File: config.mk
export PLATFORM = sky130hd
export DESIGN_NAME = mrip_ctrl
export DESIGN_NICKNAME = d
export VERILOG_FILES = /design/src/core/mrip_ctrl.v
export VERILOG_INCLUDE_DIRS = /design/src /design/src/core
export SDC_FILE = /design/constraint.sdc
export NUM_CORES = 1
export LEC_CHECK = 0
export BUFFER_PORTS_ARGS = -buffer_cell sky130_fd_sc_hd__buf_2
export CAP_MARGIN = 20
export CORE_ASPECT_RATIO = 0.5
export CORE_UTILIZATION = 52
export DETAILED_ROUTE_END_ITERATION = 6
export PLACE_DENSITY = 0.82
export REMOVE_ABC_BUFFERS = 1
export SETUP_SLACK_MARGIN = 0.1
export SLEW_MARGIN = 20
export SYNTH_ARGS = -nofsm -noshare
export SYNTH_HDL_FRONTEND = slang
export SYNTH_SLANG_ARGS = --single-unit
File: constraint.sdc
create_clock -name clk -period 4.6 [get_ports clk]
set_input_delay 0.69 -clock clk [delete_from_list [all_inputs] [get_ports clk]]
set_output_delay 0.69 -clock clk [all_outputs]
set_load 0.02 [all_outputs]
File: src/core/mrip_consts.vh
// Constants for the reset, idle and power-down controller
`ifndef MRIP_CONSTS_VH
`define MRIP_CONSTS_VH
// Register byte offsets
`define MRIP_OFF_PWR_CTRL 12'h000
`define MRIP_OFF_STATUS 12'h004
`define MRIP_OFF_VECTOR 12'h008
`define MRIP_OFF_CONFIG 12'h00C
// Power control field positions
`define MRIP_BIT_HALT 0
`define MRIP_BIT_PDOWN 1
`define MRIP_BIT_FLAG_A 2
`define MRIP_BIT_FLAG_B 3
// Reset values
`define MRIP_PWR_RST 8'h00
`define MRIP_CFG_RST 8'h00
// Timing figures
`define MRIP_RST_MIN_OSC 24
`define MRIP_WDT_PULSE 7'h60
`define MRIP_KBD_WAKE 1024
// Vectors
`define MRIP_VEC_RESET 16'h0000
`define MRIP_VEC_BASE 16'h0003
`define MRIP_VEC_STEP 16'h0008
`define MRIP_NUM_SRC 10
`endif

File: src/core/mrip_ctrl.v
// Reset, idle and power-down controller with AHB-Lite register port
//
// The AHB-Lite slave port and the register offsets are this design's own decisions.
`timescale 1ns/1ps
`default_nettype none
`include "mrip_consts.vh"

////////////////////////////////////////////////////////////////////////////////
// Overview of operation
// - Sources map to vectors 0003h..004Bh at 8-byte steps; PCA polled before UART.
// - Any reset restarts fetch at address 0000h with registers initialized.
// - Reset input high 24 oscillator periods is a valid reset, any speed mode.
// - Watchdog expiry drives a 96-clock reset pulse onto the reset pin.
// - Setting halt bit enters idle right after the writing instruction.
// - Idle gates only the CPU clock; peripherals keep running, state kept.
// - Idle freezes ports and drives address-latch and fetch strobes high.
// - Enabled interrupt in idle clears halt bit; resume after idle instruction.
// - Hardware reset ends idle after 24 oscillator periods.
// - Two user flag bits hold their value through idle.
// - Power-down stops oscillator after invoking instruction; RAM and registers kept.
// - Power-down ends only on reset, enabled external or keypad interrupt.
// - Keypad wake counts 1024 clocks before leaving power-down.
// - Oscillator restarts while wake pin low; exit completes when released.
// - With both pins enabled, first release ends exit; higher priority served.
// - Reset exit reinitializes registers; interrupt exit leaves them; RAM kept.
// - Halt and power-down set together: clear both on vector, no idle.
// - Power-down drives strobes low; port 0 floats with external program memory.
// - Port 0 in low power drives only zero; a one floats.
module mrip_ctrl #(
   parameter KBD_WAKE_CYCLES = `MRIP_KBD_WAKE,
   parameter P0_W = 8
)(
   // Clock and reset
   input wire clk,
   input wire rst,
   // AHB-Lite slave
   input wire hsel,
   input wire [11:0] haddr,
   input wire [1:0] htrans,
   input wire hwrite,
   input wire [2:0] hsize,
   input wire [31:0] hwdata,
   input wire hready,
   output wire hreadyout,
   output wire hresp,
   output reg [31:0] hrdata,
   // Pins from outside
   input wire rst_pin_in,
   input wire external_irq_a_n,
   input wire external_irq_b_n,
   input wire keypad_irq_n,
   // Reset pin drive and watchdog
   input wire wdt_expire,
   output wire rst_pin_out,
   output wire rst_pin_oe,
   // Interrupt controller side
   input wire [`MRIP_NUM_SRC-1:0] irq_pending,
   input wire [`MRIP_NUM_SRC-1:0] irq_enable,
   input wire irq_vector_taken,
   input wire ext_irq_a_prio_hi,
   // CPU side
   input wire instr_done,
   output reg cpu_clk_en,
   output reg periph_clk_en,
   output reg osc_run,
   output reg core_rst,
   output reg [15:0] fetch_vector,
   // Port and strobe control
   input wire [P0_W-1:0] p0_latch,
   output reg port_freeze,
   output reg ale_force,
   output reg ale_force_val,
   output reg program_fetch_strobe_force_val,
   output reg p2_addr_en,
   output reg [P0_W-1:0] p0_out,
   output reg [P0_W-1:0] p0_oe
);

   // Sequencer states
   localparam ST_RUN = 3'd0;
   localparam ST_IDLE = 3'd1;
   localparam ST_PDOWN = 3'd2;
   localparam ST_WAKE = 3'd3;
   localparam ST_KWAIT = 3'd4;
   localparam RST_CW = 5;
   localparam WDT_CW = 7;

   // Priority table: polling order of source numbers 1..10
   function [3:0] poll_src;
      input [9:0] req;
      begin
         poll_src = 4'd0;
         if (req[0]) poll_src = 4'd1;
         else if (req[1]) poll_src = 4'd2;
         else if (req[2]) poll_src = 4'd3;
         else if (req[3]) poll_src = 4'd4;
         else if (req[6]) poll_src = 4'd7;
         else if (req[4]) poll_src = 4'd5;
         else if (req[5]) poll_src = 4'd6;
         else if (req[7]) poll_src = 4'd8;
         else if (req[8]) poll_src = 4'd9;
         else if (req[9]) poll_src = 4'd10;
      end
   endfunction

   ////////////////////////////////////////////////////////////////////////////
   // Pin synchronisers
   reg [3:0] s1_q;
   reg [3:0] s2_q;
   always @(posedge clk)
   begin
      if (rst)
      begin
         s1_q <= 4'h0;
         s2_q <= 4'h0;
      end
      else
      begin
         s1_q <= {rst_pin_in, ~external_irq_a_n, ~external_irq_b_n, ~keypad_irq_n};
         s2_q <= s1_q;
      end
   end
   // Synchronised pin levels, active high
   wire rst_s = s2_q[3];
   wire int_a = s2_q[2];
   wire int_b = s2_q[1];
   wire kbd = s2_q[0];

   ////////////////////////////////////////////////////////////////////////////
   // Reset pin qualification and watchdog pulse
   reg [RST_CW-1:0] rcnt_q;
   reg [WDT_CW-1:0] wcnt_q;
   wire wdt_active = (wcnt_q != {WDT_CW{1'b0}});
   wire rst_valid = (rcnt_q == `MRIP_RST_MIN_OSC - 1) && rst_s;
   always @(posedge clk)
   begin
      if (rst)
      begin
         rcnt_q <= {RST_CW{1'b0}};
         wcnt_q <= {WDT_CW{1'b0}};
      end
      else
      begin
         // Count high cycles; same in any speed mode
         if (!rst_s)
            rcnt_q <= {RST_CW{1'b0}};
         else if (rcnt_q != `MRIP_RST_MIN_OSC - 1)
            rcnt_q <= rcnt_q + 1'b1;
         if (wdt_expire && !wdt_active)
            wcnt_q <= `MRIP_WDT_PULSE;
         else if (wdt_active)
            wcnt_q <= wcnt_q - 1'b1;
      end
   end
   // Pin driven high only while the watchdog pulse runs
   assign rst_pin_out = 1'b1;
   assign rst_pin_oe = wdt_active;

   ////////////////////////////////////////////////////////////////////////////
   // Bus address phase capture
   reg wr_q;
   reg rd_q;
   reg [11:0] addr_q;
   wire acc = hsel && hready && htrans[1];
   always @(posedge clk)
   begin
      if (rst || rst_valid)
      begin
         wr_q <= 1'b0;
         rd_q <= 1'b0;
         addr_q <= 12'h000;
      end
      else
      begin
         wr_q <= acc && hwrite;
         rd_q <= acc && !hwrite;
         addr_q <= acc ? haddr : addr_q;
      end
   end
   // Zero wait states, always OKAY
   assign hreadyout = 1'b1;
   assign hresp = 1'b0;

   ////////////////////////////////////////////////////////////////////////////
   // Power control register and sequencer
   reg [7:0] pwr_q;
   reg [7:0] cfg_q;
   reg [2:0] st_q;
   reg [2:0] st_d;
   reg [10:0] kcnt_q;
   reg irq_exit_q;
   wire halt_b = pwr_q[`MRIP_BIT_HALT];
   wire pd_b = pwr_q[`MRIP_BIT_PDOWN];
   reg [1:0] held_q;
   wire ext_prog = cfg_q[0];
   wire any_irq = |(irq_pending & irq_enable);
   // Wake and exit qualifiers
   wire wa = int_a && irq_enable[0];
   wire wb = int_b && irq_enable[2];
   wire wk = kbd && irq_enable[7];
   wire pwr_wr = wr_q && (addr_q == `MRIP_OFF_PWR_CTRL);
   // First release of either external interrupt pin seen low during the wake ends the exit
   wire wake_done = (held_q[0] && !int_a) || (held_q[1] && !int_b);

   // Next state
   always @*
   begin
      st_d = st_q;
      case (st_q)
         ST_RUN:
            if (instr_done && pd_b) st_d = ST_PDOWN;
            else if (instr_done && halt_b) st_d = ST_IDLE;
         ST_IDLE:
            if (any_irq) st_d = ST_RUN;
         ST_PDOWN:
            if (wa || wb) st_d = ST_WAKE;
            else if (wk) st_d = ST_KWAIT;
         ST_WAKE:
            if (wake_done) st_d = ST_RUN;
         ST_KWAIT:
            if (kcnt_q == KBD_WAKE_CYCLES - 1) st_d = ST_RUN;
         default:
            st_d = ST_RUN;
      endcase
   end

   always @(posedge clk)
   begin
      if (rst || rst_valid)
      begin
         // Reset reinitializes registers and ends idle/power-down
         st_q <= ST_RUN;
         pwr_q <= `MRIP_PWR_RST;
         cfg_q <= `MRIP_CFG_RST;
         kcnt_q <= 11'd0;
         irq_exit_q <= 1'b0;
      end
      else
      begin
         st_q <= st_d;
         kcnt_q <= (st_q == ST_KWAIT) ? kcnt_q + 1'b1 : 11'd0;
         irq_exit_q <= (st_q != ST_RUN) && (st_d == ST_RUN) ? 1'b1 :
            (irq_vector_taken ? 1'b0 : irq_exit_q);
         if (wr_q && addr_q == `MRIP_OFF_CONFIG)
            cfg_q <= hwdata[7:0];
         // Hardware clear of both bits wins when leaving low power
         if ((st_q == ST_IDLE && any_irq) || (irq_exit_q && irq_vector_taken))
         begin
            pwr_q[`MRIP_BIT_HALT] <= 1'b0;
            pwr_q[`MRIP_BIT_PDOWN] <= 1'b0;
         end
         else if (pwr_wr)
            pwr_q <= hwdata[7:0];   // Flags keep value through idle
      end
   end

   ////////////////////////////////////////////////////////////////////////////
   // Wake pins seen low since leaving power-down
   always @(posedge clk)
   begin
      if (rst || rst_valid)
         held_q <= 2'b00;
      else if (st_d == ST_WAKE)
         held_q <= held_q | {wb, wa};
      else
         held_q <= 2'b00;
   end

   ////////////////////////////////////////////////////////////////////////////
   // Clock gating, reset and vector outputs
   always @(posedge clk)
   begin
      if (rst)
      begin
         cpu_clk_en <= 1'b1;
         periph_clk_en <= 1'b1;
         osc_run <= 1'b1;
         core_rst <= 1'b1;
         fetch_vector <= `MRIP_VEC_RESET;
      end
      else
      begin
         cpu_clk_en <= (st_d == ST_RUN);
         periph_clk_en <= (st_d != ST_PDOWN);
         osc_run <= (st_d != ST_PDOWN);
         core_rst <= rst_valid;
         if (rst_valid)
            fetch_vector <= `MRIP_VEC_RESET;
         else if (any_irq)
            fetch_vector <= `MRIP_VEC_BASE + {8'h00, (poll_src(irq_pending & irq_enable)
               - 4'd1), 3'b000};
      end
   end

   ////////////////////////////////////////////////////////////////////////////
   // Port and strobe state in low power
   integer i;
   always @(posedge clk)
   begin
      if (rst)
      begin
         port_freeze <= 1'b0;
         ale_force <= 1'b0;
         ale_force_val <= 1'b1;
         program_fetch_strobe_force_val <= 1'b1;
         p2_addr_en <= 1'b0;
         p0_out <= {P0_W{1'b0}};
         p0_oe <= {P0_W{1'b0}};
      end
      else
      begin
         port_freeze <= (st_d != ST_RUN);
         ale_force <= (st_d != ST_RUN);
         ale_force_val <= (st_d == ST_IDLE);
         program_fetch_strobe_force_val <= (st_d == ST_IDLE);
         p2_addr_en <= (st_d == ST_IDLE) && ext_prog;
         p0_out <= {P0_W{1'b0}};
         for (i = 0; i < P0_W; i = i + 1)
            p0_oe[i] <= (st_d == ST_RUN) || (!ext_prog && !p0_latch[i]);
      end
   end

   ////////////////////////////////////////////////////////////////////////////
   // Status word seen by software
   wire [7:0] status_w = {kbd, int_b, int_a, irq_exit_q, wdt_active, st_q};

   // Read data
   always @*
   begin
      hrdata = 32'h00000000;
      if (rd_q)
         case (addr_q)
            `MRIP_OFF_PWR_CTRL: hrdata = {24'h000000, pwr_q};
            `MRIP_OFF_STATUS: hrdata = {24'h000000, status_w};
            `MRIP_OFF_VECTOR: hrdata = {16'h0000, fetch_vector};
            `MRIP_OFF_CONFIG: hrdata = {24'h000000, cfg_q};
            default: hrdata = 32'h00000000;
         endcase
   end

   // belongs to the outside party; ext_irq_a_prio_hi is unused, poll_src fixes service order
   wire unused_ok = ext_irq_a_prio_hi | (|hsize) | htrans[0];

endmodule // mrip_ctrl
`default_nettype wire

==> results of run 1 <==
[power groups by stage]
stage | logic, mW | registers [mW] | clock network [mW]
detailed placement | 0.321 | 0.837 | 0
global route | 0.358 | 0.826 | 0.880
floorplan | 0.223 | 0.843 | 0
finish | 0.323 | 0.821 | 0.827
global placement | 0.312 | 0.837 | 0
CTS | 0.323 | 0.821 | 0.839
[cell usage in the layout (no fill, tap or decap), types with 2 or more instances in the layout]
master     count
inv_1         12
nand4_1        8
ha_1           4
clkinv_2       2
or2_2          8
nor2b_1        9
bufinv_16      3
o21ai_0       10
nand3_1       15
a22o_1         3
a222oi_1       2
conb_1        45
o211ai_1       2
xnor2_1        7
xor2_1         8
nand2b_1       4
mux2_2         2
buf_2         92
nand2_1       48
clkbuf_16      9
and3_1         9
nor4_1         2
a22oi_1        5
a211oi_1       5
nor2_1        45
dfxtp_1       86
nor3b_1        2
or3b_2         4
mux2i_1       12
nor3_1        14
mux4_2         6
a41oi_1        2
a21oi_1       29
[per-stage QoR]
step	worst slack (ns)	total power [mW]
floorplan	1.867	1.066
detailed placement	1.643	1.158
finish	1.339	1.971
CTS	1.329	1.983
global route	1.183	2.064
global placement	1.721	1.149
[logic make-up after synthesis]
group / synth area share [%]
and+or+nand+nor: 22.16
xor gates and xnor gates: 3.236
adders and majority gates: 1.233
other: 0.1850
DFF: 42.40
muxes: 6.841
buffers and inverters: 12.30
AOI/OAI and AO/OA: 11.65
[final timing paths]
check                 start         end  slack, ns
setup reg to reg  rcnt_q[0]  irq_exit_q       2.06
hold reg to reg     s1_q[3]     s2_q[3]       0.45
hold / removal      s1_q[3]     s2_q[3]       0.45
setup / recovery  wcnt_q[2]   hrdata[3]       1.34
[flip-flops by register name (all words and copies together), names as in the netlist, 2 cells and up]
name	count
rcnt_q	5
held_q	2
addr_q	12
p0_oe	8
fetch_vector	5
s1_q	4
cfg_q	8
kcnt_q	11
s2_q	4
wcnt_q	7
pwr_q	8
st_q	3
[layout make-up]
type	count	area, µm²	share of cell area (%)
multi-input combinational	332	2001	42.54
sequential	86	1722	36.61
timing repair buffer	93	467.9	9.949
clock buffer	10	239.0	5.081
tap	96	120.1	2.554
clock inverter	6	108.9	2.314
inverter	12	45.04	0.9577
[worst max-delay path, stage by stage (launching register included)]
cell and delay [ns]:
dfxtp_1 0.35, or3_4 0.43, nor4b_4 0.50, inv_1 0.19, mux4_2 0.49, nor2b_1 0.14
buf_2 0.15
[routing by layer]
layer | wire, µm | vias to the layer above
li1 | - | 1629
met4 | 76 | 0
met2 | 3909 | 131
met1 | 3657 | 1584
met3 | 600 | 6
met5 | 0 | -
==> results by group, run 1 <==
Timing
  – Highest clock rate: around 0.31 GHz
  – RSZ-0062 raised after global routing: no
  – Fin. Hold Viols: 0
  – Setup Skew: 0.003698 ns
  – Max_slew headroom: 39.67%
  – Tcrit/Tclk final: 70.90%
  – Total negative slack: 0 ns
  – Slew Limit Fails: 0
  – Worst slew pin tran: around 0.90 ns
  – # setup viols final: 0
  – Hold WS: 0.4468 ns
  – Final min period: 3.261 ns

Synthesis
  – Ys Warns: 0
  – Synthesized flop and latch total: 86
  – Sequential-to-total area share from yosys stat: ~42%
  – Cells after Synth: 454
  – Share of the synthesized area in the top cell type: 42.40%
  – Synth cell count leaders: 86 x dfxtp_1, 52 x buf_4, 48 x nand2_1
  – Ys async rst share: 0%
  – Ys flop type: dfxtp_1
  – Synth unique cells: 55
  – Post-synth top area cell: dfxtp_1
  – Synth Cell Area: between 4000 and 5000 µm²
  – Synth area leaders: dfxtp_1 42%, buf_4 9.6%, nand2_1 4.4%
  – Top-count cell post-synth: dfxtp_1
  – Mean Syn Cell Area: around 8.9 µm²
  – Post-synth EDFFs: 0

Power
  – Power density cells: roughly 420 nW/µm²
  – Lkg Pwr: 2.091 nW
  – Internal Power: between 1 and 1.5 mW
  – Comb pwr share: 16.4%
  – Peak supply drop: between 0.0002 and 0.00025 V
  – Net Sw Power: 0.5072 mW
  – Sequential share of power: 41.7%
  – Clock network fraction of design power: between 40% and 50%
  – Switching fraction of total power: 25.74%

Global routing
  – M2 GR Usage: 36.54%
  – GRT Max-Usage Layer: met2
  – Maximum number of pins on one net before global-route repair: 31
  – GRT Overall Usage: approximately a fifth
  – First-pass GRT wire length: between 10 and 15 mm
  – Initial antenna violation count: 0
  – Met1 Resource Use GR: 24.86%
  – Via count of the first global-routing pass: 3001
  – Congestion Overflow GR: 0
  – Met3 Usage GRT: 7.432%

Detailed routing
  – DR DRC count: 0
  – Per-cell routed wire length: 12.98 µm
  – DRT iter0 DRCs: 207
  – Antenna-violating nets left: 0
  – First drt pass iteration count: 5
  – Post-DR vias/cell: 5.276
  – Vias: 3350
  – WL final: 8.244 mm

Finish
  – Nets: between 600 and 700
  – # diodes: 0
  – Fill cells: 646
  – Post-route non-filler standard cell count: about 640
  – Final design utilization: 63.28%
  – Area Growth Syn to Fin: 15.84%
  – Final Instance Area: ~4700 µm²
  – Share of post-route cells with drive strength above 1: 25.42%

Worst hold path
  – Hold Crit Class: register to register
  – WHS Path Cells: 1

Placed design
  – Area post-placement: around 4400 µm²
  – Placed cells: 619
  – Port bufs: a little over 90
  – Dpl hpwl: 5.960 mm
  – GPL Wtd Cong: 0.7999

Setup path
  – CP Class: register to output pin
  – Crit-path max FO: 9
  – Cell count of the worst reg-to-reg path: 7
  – Arr. time, crit path: 2.57 ns
  – CP Capture Type: output pin
  – Startpoint class of the critical path: register
  – CP required: between 3 and 4 ns

Clocking
  – Root buffer cell: clkbuf_16
  – Max Root-Sink Buffers: 2
  – CTS Buf Count: 9
  – Number of setup buffers added after CTS: 0
  – Clk slew on worst S/H paths: 0.06 ns
  – CTS Hold Bufs: 0
  – CTS tree: yes
  – CTS resizes: 0
  – H-tree level count: 3
  – Worst-Skew Late Latency: 0.33 ns
  – Clk sinks: 86

Floorplan
  – Initial Util: between 50% and 60%
  – I/O pin cnt: between 150 and 200
  – Die W: 127.0 µm
  – Core area: 7432 µm²
  – Die area: 8187 µm²
  – Die Y: 64.48 µm
  – Placement Rows: 22

Outcome
  – Status: finished clean

Flow run
  – Maxcap violations: 0
Power figures use the tool's default switching activity.
==> inputs of run 2 (changes only) <==
- CORE_UTILIZATION: 52 -> 44
- PLACE_DENSITY: 0.82 -> 0.74
- clock period: 4.6 -> 3 ns (I/O delays scaled with it)
==> results by group, run 2 (synthesis gave the netlist of run 1 again) <==
Clocking
  – CTS Hold Bufs: 0
  – CTS tree: yes
  – Max Root-Sink Buffers: 2
  – Worst-Skew Late Latency: 0.34 ns
  – Clk sinks: 86
  – H-tree level count: 3
  – CTS Buf Count: 9
  – Clk slew on worst S/H paths: approximately 0.06 ns
  – CTS resizes: 0
  – Number of setup buffers added after CTS: 0
  – Root buffer cell: clkbuf_16

Setup path
  – CP required: around 2.6 ns
  – CP Class: register to output pin
  – CP Capture Type: output pin
  – Startpoint class of the critical path: register
  – Crit-path max FO: 4
  – Arr. time, crit path: around 2.3 ns

Power
  – Comb pwr share: 17.7%
  – Lkg Pwr: 2.092 nW
  – Power density cells: 609.9 nW/µm²
  – Internal Power: 2.087 mW
  – Net Sw Power: 0.7910 mW
  – Clock network fraction of design power: 38.6%
  – Peak supply drop: 0.0003111 V
  – Switching fraction of total power: 27.48%
  – Sequential share of power: 43.7%
  – Total power: 2.878 mW

Placed design
  – Placed cells: 645
  – Dpl hpwl: 6.173 mm
  – GPL Wtd Cong: 0.7974
  – Port bufs: 92
  – Pre-CTS setup slack: just over 0.6 ns

Finish
  – Multi-input gate area: ~2000 µm²
  – Register Area: about 1700 µm²
  – Max reg flops: 12
  – Commonest non-fill, non-tap cell in the layout: buf_2
  – Biggest regs: addr_q x12, kcnt_q x11
  – # diodes: 0
  – Fill cells: 823
  – Nets: 633
  – Post-route non-filler standard cell count: 661
  – Most flop-heavy register: addr_q
  – Most frequent cells in the layout: 92 x buf_2, 86 x dfxtp_1, 48 x nand2_1, 45 x nor2_1, 45 x conb_1
  – Share of post-route cells with drive strength above 1: between 20% and 30%
  – Area Growth Syn to Fin: 16.24%

Global routing
  – Via count of the first global-routing pass: between 2000 and 3000
  – Initial antenna violation count: 0
  – First-pass GRT wire length: 13.28 mm
  – Congestion Overflow GR: 0
  – GRT Overall Usage: about 18%
  – Maximum number of pins on one net before global-route repair: 31

Timing
  – Slew Limit Fails: 0
  – Final WS setup: 0.2675 ns
  – Total negative slack: 0 ns
  – Setup Skew: 0.006004 ns
  – Tcrit/Tclk final: 91.08%
  – Fin. Hold Viols: 0
  – Worst slew pin tran: 0.6507 ns
  – Hold WS: between 0.2 and 0.3 ns
  – Highest clock rate: 0.3660 GHz
  – # setup viols final: 0
  – Max_slew headroom: between 50% and 60%
  – RSZ-0062 raised after global routing: no
  – Final min period: 2.732 ns

Detailed routing
  – DRT iter0 DRCs: between 150 and 200
  – WL final: 8.296 mm
  – Vias: 3281
  – First drt pass iteration count: 4
  – Antenna-violating nets left: 0
  – DR DRC count: 0
  – Post-DR vias/cell: 4.964
  – Per-cell routed wire length: 12.55 µm

Outcome
  – Status: finished clean

Floorplan
  – Core area: around 8800 µm²
  – I/O pin cnt: 167
  – Die Y: 69.93 µm
  – Die area: 9639 µm²
  – Initial Util: 45.99%
  – Placement Rows: 24
  – Die W: 137.9 µm

Flow run
  – Maxcap violations: 0

Worst hold path
  – Hold Crit Class: input port to register
-- run 2: changes by cell type in the layout (fill, tap and decap cells not counted), sizes merged --
cell and delta:
buf +5, bufinv -2, clkinv +1, clkinvlp +1
-- run 2: critical path, cell delays in order (launching register included) --
cell	delay, ns
dfxtp_1	0.34
or3_4	0.43
nor4b_4	0.28
inv_1	0.13
mux4_2	0.46
nor2b_1	0.15
buf_2	0.15
-- run 2: layout make-up --
cell class / count / share of cell area, %
clock buffers: 10 / 5.064
multi-input cells: 332 / 42.39
inverters: 12 / 0.9544
well taps: 117 / 3.102
repair buffers: 98 / 10.71
flip-flops and latches: 86 / 36.48
clock inverters: 6 / 1.299
-- run 2: final timing paths --
check | cells after the start | endpoint | slack [ns] | startpoint
max | 6 | hrdata[3] | 0.27 | wcnt_q[2]
min | 2 | s1_q[2] | 0.26 | external_irq_a_n
max reg2reg | 8 | irq_exit_q | 0.80 | rcnt_q[0]
min reg2reg | 1 | s2_q[3] | 0.44 | s1_q[3]
-- run 2: metrics by stage --
stage	instance area, µm²	util (%)
2_1_floorplan	3767	-
3_3_place_gp	4419	50.06
3_5_place_dp	4419	50.06
4_1_cts	4720	53.46
5_1_grt	4720	53.46
6_report	4720	53.46
-- run 2: layer usage --
layer / track usage, % / vias up / wire length [µm]
li1: - / 1642 / -
met1: 21.88 / 1526 / 3704
met2: 29.89 / 104 / 3982
met3: 5.737 / 9 / 531
met4: 4.952 / 0 / 78
met5: 0 / - / 0
-- run 2: power by group through the flow --
stage                     Combinational, mW  Clock (mW)  Sequential (mW)
after detailed placement              0.511           0             1.28
after global placement                0.500           0             1.28
after global routing                  0.577        1.17             1.27
final                                 0.510        1.11             1.26
after CTS                             0.514        1.14             1.26
after floorplan                       0.342           0             1.29
==> inputs of run 3 (changes only) <==
- ABC_AREA: not set -> 1
==> results by group, run 3 <==
Detailed routing
  – WL final: 8.716 mm
  – Vias: 3628
  – DRT iter0 DRCs: 141
  – DR DRC count: 0
  – Antenna-violating nets left: 0
  – First drt pass iteration count: 4
  – Post-DR vias/cell: between 4 and 5
  – Per-cell routed wire length: roughly 11 µm

Finish
  – Commonest non-fill, non-tap cell in the layout: nand2_1
  – Final design utilization: a little over half
  – Most frequent cells in the layout: 94 x nand2_1, 92 x buf_2, 86 x dfxtp_1, 77 x nor2_1, 59 x inv_1
  – Biggest regs: addr_q x12, kcnt_q x11
  – Area Growth Syn to Fin: 14.47%
  – Share of post-route cells with drive strength above 1: around a fifth
  – # diodes: 0
  – Most flop-heavy register: addr_q
  – Max reg flops: 12
  – Nets: around 740
  – Post-route non-filler standard cell count: 771

Synthesis
  – Synth cell count leaders: 94 x nand2_1, 86 x dfxtp_1, 77 x nor2_1
  – Synth Cell Area: approximately 4200 µm²
  – Mean Syn Cell Area: 7.421 µm²
  – Synthesized flop and latch total: 86
  – Share of the synthesized area in the top cell type: 41.21%
  – Post-synth EDFFs: 0
  – Ys flop type: dfxtp_1
  – Ys Warns: 0
  – Synth area leaders: dfxtp_1 41%, buf_4 9.2%, nand2_1 8.4%
  – Synth unique cells: 37
  – Ys async rst share: 0%
  – Sequential-to-total area share from yosys stat: 41.21%
  – Top-count cell post-synth: nand2_1
  – Post-synth top area cell: dfxtp_1
  – Cells after Synth: 563

Timing
  – Highest clock rate: 0.4230 GHz
  – Total negative slack: 0 ns
  – # setup viols final: 0
  – Max_slew headroom: 62.40%
  – Final min period: approximately 2.4 ns
  – Final WS setup: approximately 0.64 ns
  – Setup Skew: 0.005154 ns
  – Tcrit/Tclk final: about 79%
  – Worst slew pin tran: 0.5623 ns
  – RSZ-0062 raised after global routing: no
  – Slew Limit Fails: 0
  – Fin. Hold Viols: 0

Global routing
  – Congestion Overflow GR: 0
  – Maximum number of pins on one net before global-route repair: 25
  – GRT Overall Usage: 18.60%
  – Initial antenna violation count: 0
  – Via count of the first global-routing pass: 3234
  – First-pass GRT wire length: 14.39 mm

Setup path
  – CP Capture Type: output pin
  – Startpoint class of the critical path: register
  – Critical Path Start: addr_q[6]
  – CP required: 2.55 ns
  – Worst r2r src: rcnt_q[0]
  – Arr. time, crit path: 1.91 ns
  – CP Class: register to output pin
  – Crit-path max FO: 8

Floorplan
  – I/O pin cnt: 167
  – Die W: 139.8 µm
  – Initial Util: 46.69%
  – Die Y: 70.90 µm
  – Placement Rows: 24
  – Die area: about 10000 µm²
  – Core area: 8949 µm²

Clocking
  – Root buffer cell: clkbuf_16
  – Clk sinks: 86
  – CTS tree: yes
  – Clk slew on worst S/H paths: 0.06 ns
  – CTS Hold Bufs: 0
  – H-tree level count: 3
  – CTS Buf Count: 9
  – Number of setup buffers added after CTS: 0
  – CTS resizes: 0
  – Worst-Skew Late Latency: ~0.34 ns
  – Max Root-Sink Buffers: 2

Placed design
  – Dpl hpwl: between 6 and 7 mm
  – GPL Wtd Cong: 0.8432
  – Placed cells: 755
  – Pre-CTS setup slack: 0.8570 ns
  – Port bufs: 92

Worst hold path
  – Hold path startpoint: external_irq_a_n
  – Hold Crit Class: input port to register

Outcome
  – Status: finished clean

Power
  – Lkg Pwr: ~2.2 nW
  – Peak supply drop: 0.0002982 V
  – Power density cells: 576.4 nW/µm²
  – Total power: 2.757 mW

Flow run
  – Maxcap violations: 0
-- run 3: path summary, 6_finish.rpt --
path / to / slack [ns] / cells after the start
setup / recovery: hrdata[3] / 0.64 / 8
hold / removal: s1_q[2] / 0.25 / 2
setup reg to reg: kcnt_q[7] / 0.84 / 9
hold reg to reg: s2_q[1] / 0.40 / 2
-- run 3: per-stage QoR --
stage	hold slack, ns	instance area [µm²]
after floorplan	0.3883	3897
after global placement	0.3954	4512
after detailed placement	0.3994	4512
after CTS	0.2421	4782
after global routing	0.2396	4782
final	0.2494	4782
-- run 3: final cells by class --
| type | instances | area [µm²] |
|---|---|---|
| fillers | 871 | 4167 |
| multi-input cells | 397 | 1943 |
| flip-flops and latches | 86 | 1722 |
| repair buffers | 93 | 467.9 |
| clock buffers | 13 | 250.2 |
| inverters | 62 | 232.7 |
| well taps | 117 | 146.4 |
| clock inverters | 3 | 20.02 |
-- run 3: where the power goes --
part,internal (mW),leakage [nW],switching [mW]
combinational,0.175,1.35,0.313
clock,0.582,0.126,0.434
sequential,1.21,0.702,0.0428
-- run 3: worst max-delay path: stages, from the launching register on --
cell and delay (ns):
dfxtp_1 0.32, nor2_2 0.11, nand2_2 0.10, nor2_4 0.21
nand3b_1 0.27, o22ai_1 0.19, nor2_1 0.07, nor2_1 0.12
buf_2 0.18
-- run 3: metal layers --
metal / track usage, % / up-vias / wire [µm]
met5: 0 / - / 0
met4: 7.692 / 0 / 83
met3: 6.026 / 5 / 617
met2: 31.22 / 117 / 4030
met1: 22.26 / 1617 / 3985
li1: - / 1889 / -
-- run 3: logic make-up (layout without fill, tap and decap cells) --
group | Yosys count | in the layout | share of synthesized area, %
buffers and inverters | 123 | 171 | 16.14
and+or+nand+nor | 260 | 260 | 29.17
adders and majority gates | 4 | 4 | 1.198
DFF | 86 | 86 | 41.21
AOI/OAI and AO/OA | 81 | 81 | 10.63
other | 2 | 45 | 0.1798
xor gates and xnor gates | 7 | 7 | 1.468
